`src/include/param_access_regs.svh`:
```
// Constants for the parameter register command interpreter.
// Assumes 8-bit text characters and one register bank of eight-bit values.
`ifndef PARAM_ACCESS_REGS_SVH
`define PARAM_ACCESS_REGS_SVH

// Register bank shape.
`define REG_COUNT 5'h1C
`define REG_LAST 27
`define LINE_DEPTH 4'h8
// One bit per register index: implemented, storable, shown in hex.
`define USED_MASK 28'hFF5_57FF
`define STORE_MASK 28'hFF4_4001
`define HEX_MASK 28'h9E1_4000
// Factory values, one byte per index, index 27 in the top byte.
`define DEF_TABLE 224'h4001_0500_0B46_0000_0000_0000_00AA_0032_000E_0602_3C02_080A_0D2B_0000
// Special registers and the bit group set by the carrier-detect command.
`define TERM_IDX 5'h03
`define DCD_IDX 5'h15
`define DCD_LSB 3
`define DCD_MAX 4'h3
`define PROFILE_MAX 4'h1
`define VALUE_MAX 10'h0FF
// Characters.
`define CH_0 8'h30
`define CH_9 8'h39
`define CH_A 8'h41
`define CH_LA 8'h61
`define CH_T 8'h54
`define CH_LT 8'h74
`define CH_S 8'h53
`define CH_LS 8'h73
`define CH_AMP 8'h26
`define CH_QUERY 8'h3F
`define CH_EQ 8'h3D
`define CH_COLON 8'h3A
`define CH_SPACE 8'h20
`define CH_W 8'h57
`define CH_Y 8'h59
`define CH_V 8'h56
`define CH_D 8'h44
`define CH_O 8'h4F
`define CH_K 8'h4B
`define CH_E 8'h45
`define CH_R 8'h52
`define CH_H 8'h48

`endif

```
`src/include/param_access_pkg.sv`:
```
// Types shared by the parameter register command interpreter.
// Assumes nothing of its surroundings.
package param_access_pkg;

   // Interpreter sequence states.
   typedef enum logic [3:0] {
      ST_LOAD,
      ST_IDLE,
      ST_GOT_A,
      ST_COLLECT,
      ST_EXEC,
      ST_SEND,
      ST_DUMP,
      ST_RESULT
   } state_t;

   typedef logic [7:0] char_t;

endpackage

```
`src/design/parameter_register_access.sv`:
```
// Command interpreter giving a terminal access to a bank of numbered parameter registers.
// Assumes one character per rxValid pulse, a tx sink with ready, and memory that keeps
// the profile arrays while arst_n is low (they carry no reset).
//
// Notes on behaviour
// There are 28 numbered registers: 22 configuration, one installation, five unused.
// Eleven registers are storable and their stored values are restored at power-up.
// Two stored profiles of the storable registers exist beside the active set.
// After power-up the last saved values are active until a command changes them; the code loads the profile picked by &Y.
// A query returns the register value as exactly three decimal digits, then OK.
// A write with a register number and a value stores the value, then answers OK.
// Register numbers one to nine are accepted with or without a leading zero.
// Values are entered with one to three digits but always shown with three.
// The full display shows bit-mapped registers as two hex digits and an H.
// Some commands change only a bit group of a bit-mapped register.
// Saving a profile writes only the storable registers.
// Changes to non-storable registers are lost when power goes.
// A startup selection command picks which profile is loaded at power-up.
// The display command shows the active set and both profiles, then OK.
// Character-code registers hold and report the character's decimal code.
// The terminator register's character ends command lines and follows every result.
// A bad or unused register number changes nothing and gives an error result.
`timescale 1ns/1ps
`include "param_access_regs.svh"

module parameter_register_access
   import param_access_pkg::*;
(
   // Clock and reset.
   input wire logic clk,
   input wire logic arst_n,
   // Characters from the terminal.
   input wire logic [7:0] rxData,
   input wire logic rxValid,
   // Characters to the terminal.
   output logic [7:0] txData,
   output logic txValid,
   input wire logic txReady,
   // High while the profile memory is blank and must take factory values.
   input wire logic nvFactory
);

   // Factory value of one register.
   function automatic char_t defaultOf(input logic [4:0] i);
      logic [223:0] tbl;
      tbl = `DEF_TABLE;
      return tbl[{i, 3'h0} +: 8];
   endfunction

   function automatic logic isDigit(input char_t c);
      return (c >= `CH_0) && (c <= `CH_9);
   endfunction

   function automatic logic [3:0] digitOf(input char_t c);
      return c[3:0];
   endfunction

   // Masks held as named vectors, because a bit cannot be selected from a bare literal.
   localparam logic [27:0] USED_REGS = `USED_MASK;
   localparam logic [27:0] STORE_REGS = `STORE_MASK;
   localparam logic [27:0] HEX_REGS = `HEX_MASK;

   state_t state_r, state_nxt;
   state_t after_r, after_nxt;
   char_t lineBuf_r [0:7];
   char_t lineBuf_nxt [0:7];
   logic [3:0] lineLen_r, lineLen_nxt;
   logic ovf_r, ovf_nxt;
   char_t regs_r [0:27];
   char_t regs_nxt [0:27];
   char_t prof0_r [0:27];
   char_t prof0_nxt [0:27];
   char_t prof1_r [0:27];
   char_t prof1_nxt [0:27];
   logic startSel_r, startSel_nxt;
   char_t msg_r [0:7];
   char_t msg_nxt [0:7];
   logic [3:0] msgLen_r, msgLen_nxt;
   logic [3:0] msgPos_r, msgPos_nxt;
   logic okFlag_r, okFlag_nxt;
   logic [1:0] sec_r, sec_nxt;
   logic [4:0] idx_r, idx_nxt;
   char_t txData_r, txData_nxt;
   logic txValid_r, txValid_nxt;

   // Parsed view of the collected line.
   logic [6:0] pNum;
   logic [3:0] pOpPos;
   char_t pOp;
   logic [9:0] pVal;
   logic [3:0] pCnt;
   logic pBad;
   logic pRegOk;
   logic [3:0] argD;
   logic argOk;
   char_t dumpVal;
   char_t fmtValue;
   logic fmtHex;
   char_t f0, f1, f2;
   char_t term;
   logic [4:0] numIdx;

   assign term = regs_r[`TERM_IDX];
   assign numIdx = pNum[4:0];

   // Line parser: register number of one or two digits, operator, value of one to three.
   always_comb begin
      if (isDigit(lineBuf_r[2])) begin
         pNum = 7'(digitOf(lineBuf_r[1])) * 7'h0A + 7'(digitOf(lineBuf_r[2]));
         pOpPos = 4'h3;
      end else begin
         pNum = 7'(digitOf(lineBuf_r[1]));
         pOpPos = 4'h2;
      end
      pOp = lineBuf_r[pOpPos[2:0]];
      pVal = 10'h000;
      pCnt = 4'h0;
      pBad = 1'b0;
      for (int k = 0; k < 8; k++) begin
         if ((4'(k) > pOpPos) && (4'(k) < lineLen_r)) begin
            if (isDigit(lineBuf_r[k])) begin
               pVal = 10'(pVal * 10'h00A) + 10'(digitOf(lineBuf_r[k]));
               pCnt = pCnt + 4'h1;
            end else begin
               pBad = 1'b1;
            end
         end
      end
      // Unused and out-of-range numbers are refused.
      pRegOk = isDigit(lineBuf_r[1]) && (pNum < 7'(`REG_COUNT)) && USED_REGS[numIdx];
      argD = digitOf(lineBuf_r[2]);
      argOk = (lineLen_r == 4'h3) && isDigit(lineBuf_r[2]);
   end

   // Display value: the active set, then each profile.
   always_comb begin
      dumpVal = 8'h00;
      if (idx_r <= 5'(`REG_LAST)) begin
         unique case (sec_r)
            2'h0: dumpVal = regs_r[idx_r];
            2'h1: dumpVal = prof0_r[idx_r];
            default: dumpVal = prof1_r[idx_r];
         endcase
      end
      fmtValue = (state_r == ST_DUMP) ? dumpVal : regs_r[numIdx];
      fmtHex = (state_r == ST_DUMP) && (idx_r <= 5'(`REG_LAST)) && HEX_REGS[idx_r];
   end

   value_formatter fmt (
      .value(fmtValue),
      .hexMode(fmtHex),
      .char0(f0),
      .char1(f1),
      .char2(f2)
   );

   // Interpreter next state: receive a line, execute it, send the reply.
   always_comb begin
      state_nxt = state_r;
      after_nxt = after_r;
      lineBuf_nxt = lineBuf_r;
      lineLen_nxt = lineLen_r;
      ovf_nxt = ovf_r;
      regs_nxt = regs_r;
      prof0_nxt = prof0_r;
      prof1_nxt = prof1_r;
      startSel_nxt = startSel_r;
      msg_nxt = msg_r;
      msgLen_nxt = msgLen_r;
      msgPos_nxt = msgPos_r;
      okFlag_nxt = okFlag_r;
      sec_nxt = sec_r;
      idx_nxt = idx_r;
      txData_nxt = txData_r;
      txValid_nxt = txValid_r;
      unique case (state_r)
         ST_LOAD: begin
            // Storable registers come back from the chosen profile; a blank memory
            // is filled with factory values first.
            for (int i = 0; i <= `REG_LAST; i++) begin
               if (STORE_REGS[i]) begin
                  if (nvFactory) begin
                     prof0_nxt[i] = defaultOf(5'(i));
                     prof1_nxt[i] = defaultOf(5'(i));
                     regs_nxt[i] = defaultOf(5'(i));
                  end else begin
                     regs_nxt[i] = startSel_r ? prof1_r[i] : prof0_r[i];
                  end
               end
            end
            if (nvFactory) begin
               startSel_nxt = 1'b0;
            end
            state_nxt = ST_IDLE;
         end
         ST_IDLE: begin
            if (rxValid && ((rxData == `CH_A) || (rxData == `CH_LA))) begin
               state_nxt = ST_GOT_A;
            end
         end
         ST_GOT_A: begin
            if (rxValid) begin
               if ((rxData == `CH_T) || (rxData == `CH_LT)) begin
                  state_nxt = ST_COLLECT;
                  lineLen_nxt = 4'h0;
                  ovf_nxt = 1'b0;
                  lineBuf_nxt = '{default: 8'h00};
               end else if ((rxData != `CH_A) && (rxData != `CH_LA)) begin
                  state_nxt = ST_IDLE;
               end
            end
         end
         ST_COLLECT: begin
            // Spaces are dropped; anything past the line buffer marks the line bad.
            if (rxValid) begin
               if (rxData == term) begin
                  state_nxt = ST_EXEC;
               end else if (rxData != `CH_SPACE) begin
                  if (lineLen_r < `LINE_DEPTH) begin
                     lineBuf_nxt[lineLen_r[2:0]] = rxData;
                     lineLen_nxt = lineLen_r + 4'h1;
                  end else begin
                     ovf_nxt = 1'b1;
                  end
               end
            end
         end
         ST_EXEC: begin
            okFlag_nxt = 1'b0;
            state_nxt = ST_RESULT;
            if (ovf_r) begin
               okFlag_nxt = 1'b0;
            end else if (lineLen_r == 4'h0) begin
               okFlag_nxt = 1'b1;
            end else if ((lineBuf_r[0] == `CH_S) || (lineBuf_r[0] == `CH_LS)) begin
               if (pRegOk && (pOp == `CH_QUERY) && (lineLen_r == pOpPos + 4'h1)) begin
                  msg_nxt[0] = f0;
                  msg_nxt[1] = f1;
                  msg_nxt[2] = f2;
                  msg_nxt[3] = term;
                  msgLen_nxt = 4'h4;
                  msgPos_nxt = 4'h0;
                  okFlag_nxt = 1'b1;
                  after_nxt = ST_RESULT;
                  state_nxt = ST_SEND;
               end else if (pRegOk && (pOp == `CH_EQ) && !pBad && (pCnt != 4'h0) &&
                            (pCnt <= 4'h3) && (pVal <= `VALUE_MAX)) begin
                  regs_nxt[numIdx] = pVal[7:0];
                  okFlag_nxt = 1'b1;
               end
            end else if (lineBuf_r[0] == `CH_AMP) begin
               if ((lineBuf_r[1] == `CH_V) && (lineLen_r == 4'h2)) begin
                  sec_nxt = 2'h0;
                  idx_nxt = 5'h00;
                  state_nxt = ST_DUMP;
               end else if ((lineBuf_r[1] == `CH_W) && argOk && (argD <= `PROFILE_MAX)) begin
                  for (int i = 0; i <= `REG_LAST; i++) begin
                     if (STORE_REGS[i]) begin
                        if (argD[0]) begin
                           prof1_nxt[i] = regs_r[i];
                        end else begin
                           prof0_nxt[i] = regs_r[i];
                        end
                     end
                  end
                  okFlag_nxt = 1'b1;
               end else if ((lineBuf_r[1] == `CH_Y) && argOk && (argD <= `PROFILE_MAX)) begin
                  startSel_nxt = argD[0];
                  okFlag_nxt = 1'b1;
               end else if ((lineBuf_r[1] == `CH_D) && argOk && (argD <= `DCD_MAX)) begin
                  regs_nxt[`DCD_IDX][`DCD_LSB +: 2] = argD[1:0];
                  okFlag_nxt = 1'b1;
               end
            end
         end
         ST_DUMP: begin
            // One entry per pass; a terminator closes each of the three sections.
            msgPos_nxt = 4'h0;
            if (sec_r == 2'h3) begin
               okFlag_nxt = 1'b1;
               state_nxt = ST_RESULT;
            end else if (idx_r > 5'(`REG_LAST)) begin
               msg_nxt[0] = term;
               msgLen_nxt = 4'h1;
               sec_nxt = sec_r + 2'h1;
               idx_nxt = 5'h00;
               after_nxt = ST_DUMP;
               state_nxt = ST_SEND;
            end else begin
               idx_nxt = idx_r + 5'h01;
               if ((sec_r == 2'h0) ? USED_REGS[idx_r] : STORE_REGS[idx_r]) begin
                  msg_nxt[0] = `CH_S;
                  msg_nxt[1] = (idx_r >= 5'h14) ? 8'h32 : ((idx_r >= 5'h0A) ? 8'h31 : `CH_0);
                  msg_nxt[2] = {3'h0, idx_r % 5'h0A} + `CH_0;
                  msg_nxt[3] = `CH_COLON;
                  msg_nxt[4] = f0;
                  msg_nxt[5] = f1;
                  msg_nxt[6] = f2;
                  msg_nxt[7] = `CH_SPACE;
                  msgLen_nxt = 4'h8;
                  after_nxt = ST_DUMP;
                  state_nxt = ST_SEND;
               end
            end
         end
         ST_RESULT: begin
            // The result word is always followed by the terminator character.
            msgPos_nxt = 4'h0;
            after_nxt = ST_IDLE;
            state_nxt = ST_SEND;
            if (okFlag_r) begin
               msg_nxt[0] = `CH_O;
               msg_nxt[1] = `CH_K;
               msg_nxt[2] = term;
               msgLen_nxt = 4'h3;
            end else begin
               msg_nxt[0] = `CH_E;
               msg_nxt[1] = `CH_R;
               msg_nxt[2] = `CH_R;
               msg_nxt[3] = `CH_O;
               msg_nxt[4] = `CH_R;
               msg_nxt[5] = term;
               msgLen_nxt = 4'h6;
            end
         end
         ST_SEND: begin
            // Characters arriving while a reply is sent are ignored; no input buffer.
            if (!txValid_r || txReady) begin
               if (msgPos_r < msgLen_r) begin
                  txData_nxt = msg_r[msgPos_r[2:0]];
                  txValid_nxt = 1'b1;
                  msgPos_nxt = msgPos_r + 4'h1;
               end else begin
                  txValid_nxt = 1'b0;
                  state_nxt = after_r;
               end
            end
         end
      endcase
   end

   // Volatile state takes factory values on reset, which is the power-loss case.
   always_ff @(posedge clk or negedge arst_n) begin
      if (!arst_n) begin
         state_r <= ST_LOAD;
         after_r <= ST_IDLE;
         lineBuf_r <= '{default: 8'h00};
         lineLen_r <= 4'h0;
         ovf_r <= 1'b0;
         for (int i = 0; i <= `REG_LAST; i++) begin
            regs_r[i] <= defaultOf(5'(i));
         end
         msg_r <= '{default: 8'h00};
         msgLen_r <= 4'h0;
         msgPos_r <= 4'h0;
         okFlag_r <= 1'b0;
         sec_r <= 2'h0;
         idx_r <= 5'h00;
         txData_r <= 8'h00;
         txValid_r <= 1'b0;
      end else begin
         state_r <= state_nxt;
         after_r <= after_nxt;
         lineBuf_r <= lineBuf_nxt;
         lineLen_r <= lineLen_nxt;
         ovf_r <= ovf_nxt;
         regs_r <= regs_nxt;
         msg_r <= msg_nxt;
         msgLen_r <= msgLen_nxt;
         msgPos_r <= msgPos_nxt;
         okFlag_r <= okFlag_nxt;
         sec_r <= sec_nxt;
         idx_r <= idx_nxt;
         txData_r <= txData_nxt;
         txValid_r <= txValid_nxt;
      end
   end

   // Profile memory and startup choice model nonvolatile storage, so they have no reset.
   always_ff @(posedge clk) begin
      prof0_r <= prof0_nxt;
      prof1_r <= prof1_nxt;
      startSel_r <= startSel_nxt;
   end

   assign txData = txData_r;
   assign txValid = txValid_r;

endmodule

```
`src/design/value_formatter.sv`:
```
// Turns one register value into three display characters.
// Assumes the caller picks decimal or hexadecimal and reads the result in the same cycle.
`timescale 1ns/1ps
`include "param_access_regs.svh"

module value_formatter
   import param_access_pkg::*;
(
   // Value and display mode.
   input wire logic [7:0] value,
   input wire logic hexMode,
   // Three characters, leftmost first.
   output char_t char0,
   output char_t char1,
   output char_t char2
);

   // Hex nibble to an uppercase character.
   function automatic char_t hexChar(input logic [3:0] n);
      if (n > 4'h9) begin
         return 8'(n - 4'hA) + `CH_A;
      end
      return {4'h0, n} + `CH_0;
   endfunction

   logic [7:0] hundreds;
   logic [7:0] rest;

   // Decimal form is always padded to three digits; hex form is two digits and H.
   always_comb begin
      hundreds = value / 8'h64;
      rest = value % 8'h64;
      if (hexMode) begin
         char0 = hexChar(value[7:4]);
         char1 = hexChar(value[3:0]);
         char2 = `CH_H;
      end else begin
         char0 = hundreds + `CH_0;
         char1 = (rest / 8'h0A) + `CH_0;
         char2 = (rest % 8'h0A) + `CH_0;
      end
   end

endmodule

```
`config.mk`:
```
export PLATFORM = sky130hd
export DESIGN_NAME = parameter_register_access
export DESIGN_NICKNAME = d
export VERILOG_FILES = /design/src/include/param_access_pkg.sv /design/src/design/parameter_register_access.sv /design/src/design/value_formatter.sv
export VERILOG_INCLUDE_DIRS = /design/src /design/src/include
export SDC_FILE = /design/constraint.sdc
export NUM_CORES = 1
export LEC_CHECK = 0
export BUFFER_PORTS_ARGS = -buffer_cell sky130_fd_sc_hd__buf_2
export CORE_AREA = 5 5 329 331
export CTS_BUF_LIST = sky130_fd_sc_hd__clkbuf_4 sky130_fd_sc_hd__clkbuf_8 sky130_fd_sc_hd__clkbuf_16
export CTS_CLUSTER_DIAMETER = 80
export CTS_CLUSTER_SIZE = 25
export DETAILED_ROUTE_END_ITERATION = 16
export DIE_AREA = 0 0 334 336
export PLACE_DENSITY = 0.55
export SLEW_MARGIN = 20
export SYNTH_ARGS = -nofsm -noshare
export SYNTH_HDL_FRONTEND = slang
export SYNTH_HIERARCHICAL = 1
export SYNTH_SLANG_ARGS = --single-unit
```
`constraint.sdc`:
```
create_clock -name clk -period 12.7 [get_ports clk]
set_clock_uncertainty 0.2 [all_clocks]
set_input_delay 0.635 -clock clk [delete_from_list [all_inputs] [get_ports clk]]
set_output_delay 0.635 -clock clk [all_outputs]
set_load 0.03 [all_outputs]
```
==> flow_metrics.py <==
metrics = {
    "synth": {
        "synth-adder-area-share_pct": 3.860,
        "synthSimpleGateAreaFrac_pct": 11.66,
        "synth_top_family_by_area": "compound AO/OA/AOI/OAI gates",
        "synth_mux_area_share_pct": 16.83,
        "synth-xor-area-share_pct": 1.588,
        "synth_compound_gate_area_share_pct": 18.19,
        "synth-edff-count": 177,
        "synth_cell_type_count": 130,
        "yosysSeqAreaShare_pct": 43.20,
        "synth_warnings": 6,
        "syn_area_per_cell_um2": 10.93,
        "ys_ff_latch": 557,
        "async_flop_share_pct": 68.22,
        "syn_area_mm2": 0.03443,
        "synthCells": 3149,
        "synth_ff_type": "dfrtp_1",
    },
    "setup_path": {
        "r2r_slack_ps": 2380,
        "path_delay_family": "adder cells",
        "worst-setup-path-type": "register to register",
        "critPathLaunchType": "register",
        "critPathCaptureType": "register",
        "worst_ep_arrival_time_ps": 10600,
        "cp_max_fo": 53,
        "max_stage_delay_ps": 810,
        "crit_buf_inv": 3,
        "cp_common_cell": "ha_1",
        "rr_endpoint": "regs_r[206]",
        "crit_slowest_cell": "dfrtp_1",
        "required_ps": 12980,
        "r2r_start": "lineLen_r[3]",
        "reg2reg_depth": 33,
    },
    "route": {
        "vias": 26653,
        "drtPass1Iterations": 7,
        "detail-route-antenna-nets": 0,
        "post_drt_via_cell_ratio": 6.014,
        "wire_per_inst_um": 26.03,
        "finalWirelength_um": 115400,
        "drtIter0Drc": 3010,
        "remaining_drc_errors": 0,
    },
    "min_path": {
        "whs_endpoint": "txValid",
        "hold_path.class": "input port to register",
        "hold_depth": 4,
        "holdCritStartpoint": "txReady",
    },
    "clock_tree": {
        "cts_tree": "built",
        "post_cts_buffers": 0,
        "cts_buffers": 34,
        "cts.repair.resized": 0,
        "root_buffer": "clkbuf_16",
        "cts.htree.levels": 2,
        "clk_pin_slew_worst_paths_ps": 90,
        "cts.sinks": 557,
        "clock_latency_ps": 590,
        "ctsHoldBuffers": 1,
        "clockBufferDepth": 3,
    },
    "die": {
        "rows": 119,
        "core_area_mm2": 0.1048,
        "die-area_mm2": 0.1122,
        "start_util_pct": 32.84,
        "die_width_um": 334,
        "ios": 22,
        "die_h_um": 336,
    },
    "final_layout": {
        "area_growth_syn_to_layout_pct": 7.145,
        "seq_area_mm2": 0.01488,
        "multi_input_area_mm2": 0.01808,
        "nets": 3126,
        "nFillCells": 10410,
        "drive_gt1_share_pct": 19.91,
    },
    "run_status": {
        "status": "finished clean",
    },
    "placed_design": {
        "gp_congestion": 0.9190,
        "place_hpwl_um": 77470,
        "pre_cts_slack_ps": 2351,
        "io_buffers": 21,
    },
    "pwr": {
        "fin_total_pwr_mw": 8.196,
        "p_switching_mw": 3.614,
        "power_density_mw_per_mm2": 222.2,
        "vdd_drop_max_mv": 0.1799,
        "p_seq_share_pct": 33.9,
        "clock_power_share_pct": 15.8,
        "switching_share_pct": 44.10,
        "p_leak_nw": 14.51,
        "power.internal_mw": 4.581,
        "p_comb_share_pct": 50.3,
    },
    "timing": {
        "slew_headroom_pct": 25.79,
        "rsz0062_at_grt": "false",
        "setup_viol": 0,
        "period_minus_slack_ps": 10320,
        "fmax_mhz": 96.90,
        "period_share_pct": 81.26,
        "worst_pin_slew_ps": 1113,
        "setup_ws_ps": 2380,
        "tns_ps": 0,
        "hold-worst-slack_ps": 103.4,
        "maxSlewViolCount": 0,
        "hold_viol_final": 0,
    },
    "run": {
        "drv_cap": 0,
    },
    "global_routing": {
        "grt-ovfl-total": 0,
        "grt_use_total_pct": 19.92,
        "grt_pass1_wl_um": 173300,
        "antenna_found_initial": 2,
        "grt_pass1_vias": 25752,
        "grt_start_max_net_pins": 140,
    },
}
-- metal layers --
layer  track usage [%]  vias up  wire [um]  part of all wire (%)
met3             4.098      157       9898                   8.6
met2             30.37     1175      50970                    44
met1             28.94    13663      51040                    44
met4             5.416        0       3460                   3.0
li1                  -    11658          -                     -
met5                 0        -          0                     0
-- cells in the mapped netlist, types with 12 or more instances --
cell type	instances	area, um2
o22a_1	47	411.6
o21a_1	12	90.09
o21ai_0	226	1131
buf_6	18	202.7
nand4_1	13	81.33
mux4_2	144	3243
o21ai_1	14	70.07
clkbuf_1	201	754.5
nand2_1	280	1051
dfrtp_1	341	8533
inv_1	77	289.0
buf_1	24	90.09
xor2_1	29	254.0
edfxtp_1	177	5315
a2bb2oi_1	12	105.1
or3_1	26	162.7
ha_1	91	1139
dfstp_2	39	1025
nor2_1	183	686.9
and3_1	94	588.1
a22o_1	57	499.2
nor3_1	25	125.1
o211ai_1	26	195.2
a22oi_1	24	180.2
a2bb2oi_2	24	360.4
and2_1	22	137.6
mux2i_1	88	880.8
nor4_1	22	137.6
a221oi_1	27	236.5
a31oi_1	17	106.4
nand3_1	40	200.2
a21o_1	16	120.1
o22ai_1	80	500.5
nor2b_1	30	187.7
nand2b_1	16	100.1
xnor2_1	23	201.4
a211oi_1	30	225.2
mux2_2	134	1509
a21oi_1	165	825.8
-- power groups by stage --
stage               sequential, mW  combinational [mW]  clock (mW)
global route                  2.83                4.46        1.38
CTS                           2.76                4.08        1.32
finish                        2.78                4.12        1.29
global placement              2.79                4.04           0
floorplan                     2.63                2.98           0
detailed placement            2.80                4.06           0
-- worst min-delay path: cells and delay by family --
kind          cells  cell delay [ps]
buf+inv           1               90
simple gates      3              130
-- area by class of cell --
type,count,area share (%)
multi-input combinational,2241,49.01
inverter,81,0.8242
tap,1391,4.718
sequential,557,40.35
clock buffer,46,2.693
clock inverter,15,0.4376
timing repair buffer,98,1.954
antenna,3,0.02035
-- state kept, by name (all words and copies together), names as in the netlist, 5 cells and up --
signal	flops
idx_r	5
lineBuf_r	60
msg_r	57
prof0_r	88
prof1_r	88
regs_r	216
term	8
txData	8
-- cell families after synthesis --
logic type               count (synthesis)
buffers and inverters                  353
adder cells (fa/ha/maj)                101
multiplexers                           377
AO/OA/AOI/OAI                          888
other                                    1
flip-flops                             557
AND/OR/NAND/NOR                        816
XOR/XNOR                                56
-- worst max-delay path by stage --
stage,slack [ps],startpoint,cells past startpoint,end
after detailed placement,2350,lineLen_r[3],32,regs_r[155]
after CTS,2320,lineLen_r[3],32,regs_r[155]
after global routing,1770,lineLen_r[3],33,term[4]
final,2380,lineLen_r[3],33,regs_r[206]
after global placement,2620,lineLen_r[3],32,regs_r[158]
after floorplan,4170,lineBuf_r[45],36,regs_r[141]
-- placed cells by master, fill, tap and decap left out, types with 74 or more instances in the layout --
cell / count
o22ai_1: 80
nand2_1: 280
mux2_2: 134
buf_4: 74
and3_1: 94
ha_1: 91
inv_1: 77
mux4_2: 144
o21ai_0: 223
mux2i_1: 86
a21oi_1: 164
nor2_1: 175
dfrtp_1: 337
edfxtp_1: 177
-- per-stage QoR --
step	util [%]	instance area [um2]	cells
2_1_floorplan	-	34440	3151
3_3_place_gp	34.05	35690	4367
3_5_place_dp	34.05	35690	4367
4_1_cts	35.16	36860	4429
5_1_grt	35.18	36880	4429
6_report	35.19	36890	4432
Power figures use the tool's default switching activity.
